$ cat config.mk
export PLATFORM = sky130hd
export DESIGN_NAME = trigger_event_report_filter
export DESIGN_NICKNAME = d
export VERILOG_FILES = /design/src/event_filter_pkg.sv /design/src/trigger_event_report_filter.sv /design/src/pin_sync.sv
export SDC_FILE = /design/constraint.sdc
export NUM_CORES = 1
export LEC_CHECK = 0
export BUFFER_PORTS_ARGS = -buffer_cell sky130_fd_sc_hd__buf_2
export CAP_MARGIN = 20
export CORE_UTILIZATION = 55
export CTS_CLUSTER_SIZE = 25
export DETAILED_ROUTE_END_ITERATION = 8
export PLACE_DENSITY = 0.75
export SYNTH_ARGS = -nofsm -noshare
export SYNTH_HDL_FRONTEND = slang
export SYNTH_SLANG_ARGS = --single-unit
$ cat constraint.sdc
create_clock -name clk_sys -period 2.85 [get_ports clk_sys]
set_input_delay 0.7125 -clock clk_sys [delete_from_list [all_inputs] [get_ports clk_sys]]
set_output_delay 0.7125 -clock clk_sys [all_outputs]
set_load 0.05 [all_outputs]
$ cat src/event_filter_pkg.sv
// constants for the trigger event report filter
// assumes a single 100 MHz system clock domain
package event_filter_pkg;
  localparam int unsigned num_events = 16;
  localparam logic [15:0] mask_reset = 16'hffff;
  localparam logic [4:0] code_unack_reset = 5'h01;
  localparam logic [4:0] code_overflow = 5'h02;
  localparam int unsigned pos_overcurrent = 0;
  localparam int unsigned pos_residual_volt = 1;
  localparam int unsigned pos_neutral_curr = 2;
  localparam int unsigned pos_overvoltage = 3;
  localparam int unsigned pos_undervoltage = 4;
  localparam int unsigned pos_binary_first = 5;
  localparam int unsigned pos_manual_ext = 13;
  localparam int unsigned pos_remote = 14;
  localparam int unsigned pos_periodic = 15;
  localparam logic [4:0] code_base = 5'h00;
endpackage

$ cat src/trigger_event_report_filter.sv
// trigger event report filter: masks sixteen trigger events, passes system events
// assumes trigger pulses from same-clock logic, manual and external pins asynchronous,
// and a downstream event store that accepts one report per cycle
`timescale 1ns/100ps
`default_nettype none
// How it works
// RULE_01: each trigger event individually enabled or suppressed
// RULE_02: event n maps to mask bit n minus one
// RULE_03: one includes event, zero excludes it
// RULE_04: mask accepts every sixteen bit value
// RULE_05: mask resets to all ones
// RULE_06: communicator makes link events, never masked here
// RULE_07: events one to five are analog limits
// RULE_08: events six to thirteen are binary changes
// RULE_09: event fourteen is manual or external trigger
// RULE_10: event fifteen is remote command trigger
// RULE_11: event sixteen is periodic trigger
// RULE_12: reset and overflow status always reported
// RULE_13: each report carries code and time stamp
// RULE_14: new mask governs only later events
module trigger_event_report_filter (
  input wire logic clk_sys,
  input wire logic nrst,
  input wire logic mask_wr,
  input wire logic [15:0] mask_wdata,
  output logic [15:0] event_report_mask,
  input wire logic trig_overcurrent,
  input wire logic trig_residual_volt,
  input wire logic trig_neutral_curr,
  input wire logic trig_overvoltage,
  input wire logic trig_undervoltage,
  input wire logic [7:0] trig_binary_change,
  input wire logic manual_trigger_pin,
  input wire logic external_trigger_pin,
  input wire logic remote_trigger_command,
  input wire logic periodic_trigger,
  input wire logic unack_reset,
  input wire logic event_overflow,
  input wire logic [31:0] time_now,
  output logic report_valid,
  output logic [4:0] report_code,
  output logic [31:0] report_time,
  output logic [15:0] pending
);
  logic manual_level;
  logic external_level;
  logic manual_prev;
  logic external_prev;
  logic [15:0] raw_events;
  logic [15:0] next_pending;
  logic [15:0] masked;
  logic unack_pend;
  logic ovf_pend;
  logic [4:0] next_code;
  logic next_valid;
  logic [15:0] served;
  logic serve_unack;
  logic serve_ovf;
  logic manual_rise;
  logic external_rise;
  logic [15:0] refill;
  logic [31:0] stamp [event_filter_pkg::num_events];
  logic [31:0] unack_stamp;
  logic [31:0] ovf_stamp;
  logic [31:0] next_time;
  logic next_unack;
  logic next_ovf;

  pin_sync u_sync_manual (
    .clk_sys(clk_sys),
    .nrst(nrst),
    .pin(manual_trigger_pin),
    .level(manual_level)
  );

  pin_sync u_sync_external (
    .clk_sys(clk_sys),
    .nrst(nrst),
    .pin(external_trigger_pin),
    .level(external_level)
  );

  // rising edges only; idle-low pins give no false edge after reset
  always_ff @(posedge clk_sys) begin
    if (!nrst) begin
      manual_prev <= 1'b0;
    end else begin
      manual_prev <= manual_level;
    end
  end

  always_ff @(posedge clk_sys) begin
    if (!nrst) begin
      external_prev <= 1'b0;
    end else begin
      external_prev <= external_level;
    end
  end

  assign manual_rise = manual_level & ~manual_prev;
  assign external_rise = external_level & ~external_prev;

  always_comb begin
    raw_events = 16'h0000;
    raw_events[event_filter_pkg::pos_overcurrent] = trig_overcurrent; // see RULE_07
    raw_events[event_filter_pkg::pos_residual_volt] = trig_residual_volt;
    raw_events[event_filter_pkg::pos_neutral_curr] = trig_neutral_curr;
    raw_events[event_filter_pkg::pos_overvoltage] = trig_overvoltage;
    raw_events[event_filter_pkg::pos_undervoltage] = trig_undervoltage;
    raw_events[event_filter_pkg::pos_binary_first +: 8] = trig_binary_change; // see RULE_08
    raw_events[event_filter_pkg::pos_manual_ext] = manual_rise | external_rise; // see RULE_09
    raw_events[event_filter_pkg::pos_remote] = remote_trigger_command; // see RULE_10
    raw_events[event_filter_pkg::pos_periodic] = periodic_trigger; // see RULE_11
  end

  // mask applied at detection, so queued events keep their status
  assign masked = raw_events & event_report_mask; // see RULE_01 see RULE_02 see RULE_03 see RULE_14

  // slot takes a fresh stamp when it opens: empty, or emptied this cycle;
  // a repeat while waiting keeps the first time of occurrence
  assign refill = masked & (~pending | served);

  always_ff @(posedge clk_sys) begin
    if (!nrst) begin
      for (int i = 0; i < event_filter_pkg::num_events; i++) begin
        stamp[i] <= 32'h0000_0000;
      end
    end else begin
      for (int i = 0; i < event_filter_pkg::num_events; i++) begin
        if (refill[i]) begin
          stamp[i] <= time_now; // see RULE_13
        end
      end
    end
  end

  always_ff @(posedge clk_sys) begin
    if (!nrst) begin
      event_report_mask <= event_filter_pkg::mask_reset; // see RULE_05
    end else if (mask_wr) begin
      event_report_mask <= mask_wdata; // see RULE_04
    end
  end

  // one report per cycle: system status first, then lowest event number
  always_comb begin
    next_valid = 1'b0;
    next_code = event_filter_pkg::code_base;
    served = 16'h0000;
    serve_unack = 1'b0;
    serve_ovf = 1'b0;
    next_time = 32'h0000_0000;
    if (unack_pend) begin
      next_valid = 1'b1;
      next_code = event_filter_pkg::code_unack_reset;
      next_time = unack_stamp;
      serve_unack = 1'b1;
    end else if (ovf_pend) begin
      next_valid = 1'b1;
      next_code = event_filter_pkg::code_overflow;
      next_time = ovf_stamp;
      serve_ovf = 1'b1;
    end else begin
      for (int i = event_filter_pkg::num_events - 1; i >= 0; i--) begin
        if (pending[i]) begin
          next_valid = 1'b1;
          next_code = 5'(i + 1);
          next_time = stamp[i];
          served = 16'h0001 << i;
        end
      end
    end
    // new arrivals win over the service clear
    next_pending = (pending & ~served) | masked;
  end

  always_ff @(posedge clk_sys) begin
    if (!nrst) begin
      pending <= 16'h0000;
    end else begin
      pending <= next_pending;
    end
  end

  // status words bypass the mask; set wins over the service clear
  assign next_unack = (unack_pend & ~serve_unack) | unack_reset; // see RULE_12 see RULE_06
  assign next_ovf = (ovf_pend & ~serve_ovf) | event_overflow; // see RULE_12

  always_ff @(posedge clk_sys) begin
    if (!nrst) begin
      unack_pend <= 1'b0;
    end else begin
      unack_pend <= next_unack;
    end
  end

  always_ff @(posedge clk_sys) begin
    if (!nrst) begin
      ovf_pend <= 1'b0;
    end else begin
      ovf_pend <= next_ovf;
    end
  end

  // status stamps follow the same open-slot rule as event stamps
  always_ff @(posedge clk_sys) begin
    if (!nrst) begin
      unack_stamp <= 32'h0000_0000;
    end else if (unack_reset && (!unack_pend || serve_unack)) begin
      unack_stamp <= time_now; // see RULE_13
    end
  end

  always_ff @(posedge clk_sys) begin
    if (!nrst) begin
      ovf_stamp <= 32'h0000_0000;
    end else if (event_overflow && (!ovf_pend || serve_ovf)) begin
      ovf_stamp <= time_now; // see RULE_13
    end
  end

  always_ff @(posedge clk_sys) begin
    if (!nrst) begin
      report_valid <= 1'b0;
    end else begin
      report_valid <= next_valid;
    end
  end

  always_ff @(posedge clk_sys) begin
    if (!nrst) begin
      report_code <= event_filter_pkg::code_base;
    end else begin
      report_code <= next_code;
    end
  end

  // time of detection, not of report, so queued events keep their time
  always_ff @(posedge clk_sys) begin
    if (!nrst) begin
      report_time <= 32'h0000_0000;
    end else begin
      report_time <= next_time; // see RULE_13
    end
  end
endmodule
`default_nettype wire

$ cat src/pin_sync.sv
// three-stage input synchroniser with agreement of last two stages
// assumes asynchronous pins sampled on clk_sys
`timescale 1ns/100ps
`default_nettype none
module pin_sync (
  input wire logic clk_sys,
  input wire logic nrst,
  input wire logic pin,
  output logic level
);
  logic s1;
  logic s2;
  logic s3;

  always_ff @(posedge clk_sys) begin
    if (!nrst) begin
      s1 <= 1'b0;
      s2 <= 1'b0;
      s3 <= 1'b0;
    end else begin
      s1 <= pin;
      s2 <= s1;
      s3 <= s2;
    end
  end

  always_ff @(posedge clk_sys) begin
    if (!nrst) begin
      level <= 1'b0;
    end else if (s2 == s3) begin
      level <= s3;
    end
  end
endmodule
`default_nettype wire

[Yosys cells after proc, flatten, opt, wreduce, memory -nomap -nowiden]
Memories as Yosys holds them, arrays and structs flattened.
Cells that the tools add are included.
Cells by class
  bitwise gates (word level): 35
  equal/unequal tests: 2
  multiplexer cells: 140
  reduce and logical (&&, ||, !) cells: 10
Operators by type and width (number)
  two-way mux 32 bit: 34
  two-way mux 16 bit: 18
  two-way mux 1 bit: 71
  AND 16 bit: 3
  two-way mux 4 bit: 8
  inverter 16 bit: 2
  OR 16 bit: 2
  OR 1 bit: 19
  OR reduction 18 bit: 1
  two-way mux 3 bit: 4
  OR reduction 10 bit: 1
  two-way mux 2 bit: 4
  OR reduction 6 bit: 1
  two-way mux 5 bit: 1
  inverter 1 bit: 5
  AND 1 bit: 4
  == test 1 bit: 2
  logical AND 1 bit: 2
  zero test 1 bit: 2
  logical OR 1 bit: 2
  OR reduction 2 bit: 1
Storage, ports and cells
  flip-flop bits (word level): 146
  output and inout port bits: 70
  memories kept: 1
  bits of input ports: 70
  RAM bits: 512
Memories
  stamp: words 16, width 32, read ports 16, clocked after Yosys merged registers in 0, wr ports 16, RTL line trigger_event_report_filter.sv:62  | logic [31:0] stamp [event_filter_pkg::num_events];

[Depth between registers and ports, before layout]
Gate-level depths: netlist of run 1.
  word-level depth: 24
  gate-level depth with buffers: 8
  mapped depth without buffers: 5

[Hierarchy]
From an unflattened synthesis of run 1, not the netlist that was laid out.
Second synthesis, totals
  cells, all modules: 2249
  area total of the unflattened synthesis: 26915.8 µm²
Modules (own cells, without submodules)
  trigger_event_report_filter: area each 26683.1 µm², cells an instance 2229, times used 1, seq. area each 18137.4 µm²
  pin_sync: area each 116.4 µm², cells an instance 10, times used 2, seq. area each 80.1 µm²

[Least setup slack after synthesis of run 1]
No wires, ideal clock.
  path type: flip-flop to flip-flop
  from: register pending[1]
  to: memory stamp[14][0] (netlist: stamp[1][192]) (enable)
  library setup time: 0.391 ns
  stages on the path, launching flop included: 7
  data required time: 2.459 ns
  setup slack: -0.278 ns
  arrival time: 2.736 ns
  path buffers: 1
  cells stage by stage: dfxtp_1 > clkbuf_1 > nor2_1 > nand4_1 > or4_1 > o21ai_1 > a31o_1
RTL lines
  from (decl): RTL line trigger_event_report_filter.sv:43  | output logic [15:0] pending
  from (signal assigned): RTL line trigger_event_report_filter.sv:181  | pending <= next_pending;
  to (decl): RTL line trigger_event_report_filter.sv:62

[Worst setup path in the final report of run 1]
  from: register pending[8]
  to: register report_time[14]
On the way
  longest elaborated chain between the ends: 11
RTL lines
  two-way mux 32 bit (9 in a row): RTL line trigger_event_report_filter.sv:165  | if (pending[i]) begin
  two-way mux 32 bit: RTL line trigger_event_report_filter.sv:158  | end else if (ovf_pend) begin
  two-way mux 32 bit: RTL line trigger_event_report_filter.sv:153  | if (unack_pend) begin
  to (signal assigned): RTL line trigger_event_report_filter.sv:243  | report_time <= next_time;
  to (decl): RTL line trigger_event_report_filter.sv:42  | output logic [31:0] report_time,
No other way between the ends.
A chain may end at the register's enable or synchronous reset.

==> results.md, run 1 <==
* Outcome: finished clean
* Die Ht at 223 um
* Overflow after GRT at 0
* Layout Skew at 0.0261 ns
* Slew HR at 27.6%
* Hold_buf cts at 0
* Internal power at 16.7 mW
* Hold path endpoint: u_sync_external.s1
* Hold Path Class: input pin to register
* Slew @ Worst Pin at 1.06 ns
* Number of H-tree levels at 3
* Largest net degree at the start of global routing at 49
* Flop and latch count out of synthesis at 658
* Syn Std Cell Area at 26,900 um2
* Peak VDD IR at 424 uV
* FF+latch area at 18,300 um2
* Worst Hold Launch: external_trigger_pin
* Area of the multi-input gates at 7620 um2
* Share of the synthesized area in the top cell type at 57.2%
* Placed cell count at 2,924
* WP data arrival at 3.13 ns
* Final core utilization at 63.6%
* Ys Warns at 0
* Avg Cell Area, Syn at 11.8 um2
* Max Fclk at 373 MHz
* Num Clock Sinks at 658
* Final Worst Setup Slack at 0.166 ns
* Sw power at 6.02 mW
* Fraction of registers with async set/reset at 0%
* Worst-case clock buffer depth at 3
* Top post-synthesis cells by area: edfxtp_1 57%, dfxtp_1 11%, nor2_1 5.7%
* Drt first pass iters at 7
* Total GRT Usage at 30.0%
* Initial Utilization at 56.1%
* Die ar. at 49,800 um2
* Final setup viols at 0
* Number of diodes at 0
* Place WS at 0.235 ns
* Pwr per Cell Area at 745 nW/um2
* Gate Count Post-Synth at 2,288
* TritonCTS clock tree: done
* Clock share of power at 36.1%
* Unrepaired setup endpoints after global routing: no
* I/O Pins at 140
* Die X-Extent at 223 um
* LEAKAGE at 11.6 nW
* CTS Buf Count at 67
* Final total power at 22.7 mW
* Seq/Total Area, Yosys at 68.0%
* Crit Path Category: register to register
* Vias at 19,729
* DRC at 0
* ANT nets after route at 0
* DPL Wire Length at 50,300 um
* P&R area growth vs syn at 13.3%
* Core Rows at 80
* Max_cap viols at 0
* Main synth FF type: edfxtp_1
* Vias in the first global route at 19,105
* Reg2Reg Depth at 7
* Data required, critical path at 3.29 ns
* Final-report hold violation count at 0
* Crit path capture type: register
* DR WL/cell at 24.5 um
* Post-synth top area cell: edfxtp_1
* Period utilization at 94.2%
* Final TNS setup at 0 ns
* Switching share of total power at 26.5%
* Port Buffers at 139
* Reg2reg end: report_time[14]
* Drt total wl at 74,600 um
* Synthesized Nets at 2,358
* Root Buffer: clkbuf_16
* DRC marker count from the first detailed-route iteration at 2,597
* Final min period at 2.68 ns
* Final Net Count at 2,448
* Initial antenna violation count at 0
* Sequential power share at 50.9%
* Cell variety after synth at 61
* Reg2reg start: pending[8]
* First-pass GRT wire length at 112,000 um
* Non-filler instance count after layout at 3,042
* Critical path fanouts, max at 38
* Layout cells sized above 1 at 14.4%
* Pins Over Slew Limit at 0
* R2r setup slk at 0.17 ns
* Post-synth EDFFs at 512
* Post-CTS Resized at 0
* Via density at 6.49
* Startpoint types: register
* Postcts setup bufs at 0
* Clk Latency, worst-skew pair at 0.60 ns
* FILL cells at 3,494
* Area of the core at 47,900 um2
* Hold Path Stages at 2
* Gpl congestion at 0.914
* Comb power frac at 13.1%
* Reg clk slew, reported paths at 0.06 ns
critical path, cell delays in order, from the launching register on:
cell       delay (ns)
dfxtp_1          0.37
buf_12           0.21
nand2b_1         0.42
buf_12           0.28
o22ai_1          0.16
nor2_1           0.06
a2111oi_0        0.92
o41ai_1          0.11
final cells by class:
cell class	instances	area share, %
well taps	615	2.52
repair buffers	227	5.07
flip-flops and latches	658	60.1
clock buffers	93	6.16
multi-input cells	1367	25.0
inverters	57	0.706
clock inverters	25	0.468
metrics by stage:
step                instance area (um2)  hold slack [ns]
detailed placement                28500            0.446
floorplan                         26900            0.412
finish                            30500            0.336
CTS                               30500            0.311
global route                      30500            0.348
global placement                  28500            0.439
cells in the final DEF, fill, tap and decap left out, types with 8 or more instances in the layout:
cell type and count:
a211oi_1 11, a21oi_1 115, a221o_1 49, a221oi_1 88
a22oi_1 22, a2bb2oi_1 10, a31oi_1 8, and2_1 8
buf_12 15, buf_2 138, buf_4 74, clkbuf_1 18
clkbuf_16 69, clkinv_2 11, dfxtp_1 140, edfxtp_1 512
inv_1 55, mux2i_1 48, nand2_1 211, nand2b_1 12
nand3_1 18, nor2_1 405, nor2b_1 36, nor3_1 40
o21ai_0 78, o221ai_1 12, o22ai_1 52, o311ai_0 14
o41ai_1 18
power groups by stage:
| stage | sequential (mW) | clock [mW] | combinational (mW) |
|---|---|---|---|
| floorplan | 11.9 | 0 | 1.57 |
| global placement | 11.7 | 0 | 2.84 |
| detailed placement | 11.7 | 0 | 2.92 |
| CTS | 11.5 | 8.24 | 2.93 |
| global route | 11.6 | 8.60 | 3.15 |
| finish | 11.5 | 8.19 | 2.97 |
cell usage after synthesis (11+ instances only):
| master | n |
|---|---|
| inv_1 | 55 |
| buf_1 | 22 |
| o311ai_0 | 14 |
| clkbuf_1 | 173 |
| nand2_1 | 218 |
| a221oi_1 | 88 |
| o22ai_1 | 52 |
| nand3_1 | 18 |
| a221o_1 | 49 |
| nor2b_1 | 40 |
| o221ai_1 | 12 |
| a21oi_1 | 115 |
| nor2_1 | 405 |
| a22oi_1 | 22 |
| nand2b_1 | 12 |
| mux2i_1 | 48 |
| a211oi_1 | 11 |
| dfxtp_1 | 146 |
| nor3_1 | 40 |
| o41ai_1 | 18 |
| o21ai_0 | 78 |
| edfxtp_1 | 512 |
logic make-up after synthesis:
kind of cell	count (synthesis)	share of synthesized area, %
buffers and inverters	263	3.74
DFF	658	68.0
AOI/OAI and AO/OA	535	14.1
and+or+nand+nor	784	12.3
muxes	48	1.79
state kept, by name (all words and copies together) (netlist names):
signal,count
external_prev,1
u_sync_external.level,1
u_sync_external.s1,1
ovf_stamp,32
u_sync_manual.s1,1
u_sync_manual.level,1
report_valid,1
u_sync_external.s2,1
u_sync_manual.s3,1
u_sync_manual.s2,1
manual_prev,1
u_sync_external.s3,1
unack_pend,1
report_code,5
pending,16
event_report_mask,16
ovf_pend,1
report_time,32
unack_stamp,32
stamp,512
how the worst max path moves through the flow:
stage | startpoint | depth (start not counted) | end
5_1_grt | pending[8] | 7 | report_time[14]
4_1_cts | pending[8] | 7 | report_time[14]
2_1_floorplan | pending[1] | 7 | stamp[0][224]
3_5_place_dp | pending[8] | 7 | report_time[14]
6_report | pending[8] | 7 | report_time[14]
3_3_place_gp | pending[0] | 6 | stamp[1][208]
routing by layer:
metal | track usage [%] | routed length (um) | vias to the layer above
met2 | 49.9 | 36700 | 1134
met3 | 3.85 | 6390 | 221
met5 | 0 | 0 | -
met4 | 18.8 | 4700 | 0
met1 | 37.4 | 26800 | 9739
li1 | - | - | 8635
(Power assumes the default switching activity.)
==> inputs of run 2 (changes only) <==
==> constraint.sdc (replaced) <==
create_clock -name clk_sys -period 2.25 [get_ports clk_sys]
set_input_delay 0.5625 -clock clk_sys [delete_from_list [all_inputs] [get_ports clk_sys]]
set_output_delay 0.5625 -clock clk_sys [all_outputs]
set_load 0.05 [all_outputs]
==> results.md, run 2 (synthesis gave the netlist of run 1 again) <==
* Unrepaired setup endpoints after global routing: yes
* Die X-Extent at 223 um
* Layout cells sized above 1 at 19.4%
* Outcome: finished, violations left
* Initial Utilization at 56.1%
* Hold_buf cts at 0
* Startpoint types: register
* Initial antenna violation count at 0
* Final setup viols at 126
* Largest net degree at the start of global routing at 75
* Final Worst Setup Slack at -0.0762 ns
* Clk Latency, worst-skew pair at 0.60 ns
* ANT nets after route at 0
* DRC at 0
* Final min period at 2.33 ns
* CP max-delay cell: or3_4
* Drt first pass iters at 6
* Largest Register: stamp
* Via density at 6.48
* Most frequent cells in the layout: 512 x edfxtp_1, 403 x nor2_1, 204 x nand2_1
* Drt total wl at 79,200 um
* I/O Pins at 140
* Vias at 20,466
* Pwr per Cell Area at 934 nW/um2
* Gpl congestion at 0.984
* Final total power at 29.9 mW
* Failing checks: setup timing
* Pins Over Slew Limit at 0
* Layout Skew at 0.0237 ns
* DRC marker count from the first detailed-route iteration at 2,660
* Final Net Count at 2,562
* Critical path fanouts, max at 6
* Non-filler instance count after layout at 3,160
* Hold Path Class: input pin to register
* Final-report hold violation count at 0
* Area of the multi-input gates at 7890 um2
* FILL cells at 3,380
* WP data arrival at 2.63 ns
* Die ar. at 49,800 um2
* LEAKAGE at 12.4 nW
* Crit Path Category: register to register
* Number of diodes at 0
* Slew HR at 48.6%
* Peak VDD IR at 727 uV
* First-pass GRT wire length at 117,000 um
* Data required, critical path at 2.56 ns
* Vias in the first global route at 19,831
* Die Ht at 223 um
* TritonCTS clock tree: done
* Root Buffer: clkbuf_16
* Worst-case clock buffer depth at 3
* Placed cell count at 3,024
* FF+latch area at 18,300 um2
* Crit path cell chain: nor3_4 > nand4_1 > buf_6 > buf_4 > or3_4 > nand2_4 > a31o_4 > clkbuf_16
* DPL Wire Length at 52,900 um
* P&R area growth vs syn at 19.2%
* Crit path capture type: register
* Reg clk slew, reported paths at 0.06 ns
* Commonest non-fill, non-tap cell in the layout: edfxtp_1
* Number of H-tree levels at 3
* Num Clock Sinks at 658
* Port Buffers at 139
* Slew @ Worst Pin at 0.767 ns
* Max Fclk at 430 MHz
* CTS Buf Count at 69
* Core Rows at 80
* Largest register FFs at 512
* Overflow after GRT at 0
* Period utilization at 103%
* Place WS at -0.0903 ns
* Max_cap viols at 0
* Area of the core at 47,900 um2
* CP max stage delay at 0.39 ns
* DR WL/cell at 25.1 um
* Total GRT Usage at 31.4%
==> run 2: changes by cell type in the layout (fill, tap and decap cells not counted), moves of 5 or more <==
cell / change
nand2_4: +12
buf_4: +80
a221oi_2: +6
bufinv_16: +5
a221oi_1: -6
dfxtp_1: -9
nand2_1: -7
clkbuf_1: +9
clkbuf_16: +6
buf_6: +12
buf_12: +14
nand2_2: -5
dfxtp_4: +6
==> run 2: layout make-up <==
| cell class | count | share of cell area, % |
|---|---|---|
| clock buffers | 101 | 5.99 |
| clock inverters | 23 | 0.738 |
| inverters | 57 | 0.683 |
| multi-input cells | 1368 | 24.6 |
| flip-flops and latches | 658 | 57.2 |
| well taps | 615 | 2.40 |
| repair buffers | 338 | 8.39 |
==> run 2: what timing repair did <==
action,in CTS,in global routing
pin swaps,2,3
cloned,1,6
gates resized for setup,17,28
setup buffers,3,3
setup endpoints to repair,95,397
endpoints found under the hold margin,0,0
==> run 2: per-stage QoR <==
step / instance area (um2) / setup TNS, ns / util [%] / hold WS (ns)
4_1_cts: 31800 / -0.362 / 66.3 / 0.154
3_5_place_dp: 29500 / -2.56 / 61.6 / 0.449
2_1_floorplan: 27100 / -6.09 / - / 0.412
5_1_grt: 32100 / -5.39 / 66.9 / 0.171
6_report: 32100 / -4.41 / 66.9 / 0.172
3_3_place_gp: 29500 / -0.109 / 61.6 / 0.437
==> run 2: report_power, final <==
part	total [mW]	switching, mW	internal [mW]
sequential	14.7	0.453	14.2
combinational	4.23	2.82	1.42
clock	11.0	4.56	6.49
==> run 2: critical path: cells and delay by family (launching register included) <==
| kind | cells | cell delay, ns |
|---|---|---|
| flip-flops | 1 | 0.33 |
| AO/OA/AOI/OAI | 1 | 0.29 |
| AND/OR/NAND/NOR | 4 | 0.89 |
| buffers and inverters | 3 | 0.52 |
==> run 2: path summary, 6_finish.rpt <==
check             cells after the start                   to               start  slack, ns
setup / recovery                      8         stamp[1][65]          pending[0]      -0.08
hold / removal                        2     u_sync_manual.s1  manual_trigger_pin       0.17
setup reg to reg                      8         stamp[1][65]          pending[0]      -0.08
hold reg to reg                       2  u_sync_manual.level    u_sync_manual.s3       0.46
==> run 2: routing by layer <==
metal  GRT usage [%]  routed length (um)  up-vias
met2            52.9               39600     1288
met4            18.3                4850        0
met3            4.54                6780      277
met1            38.8               28000    10033
li1                -                   -     8868
met5               0                   0        -
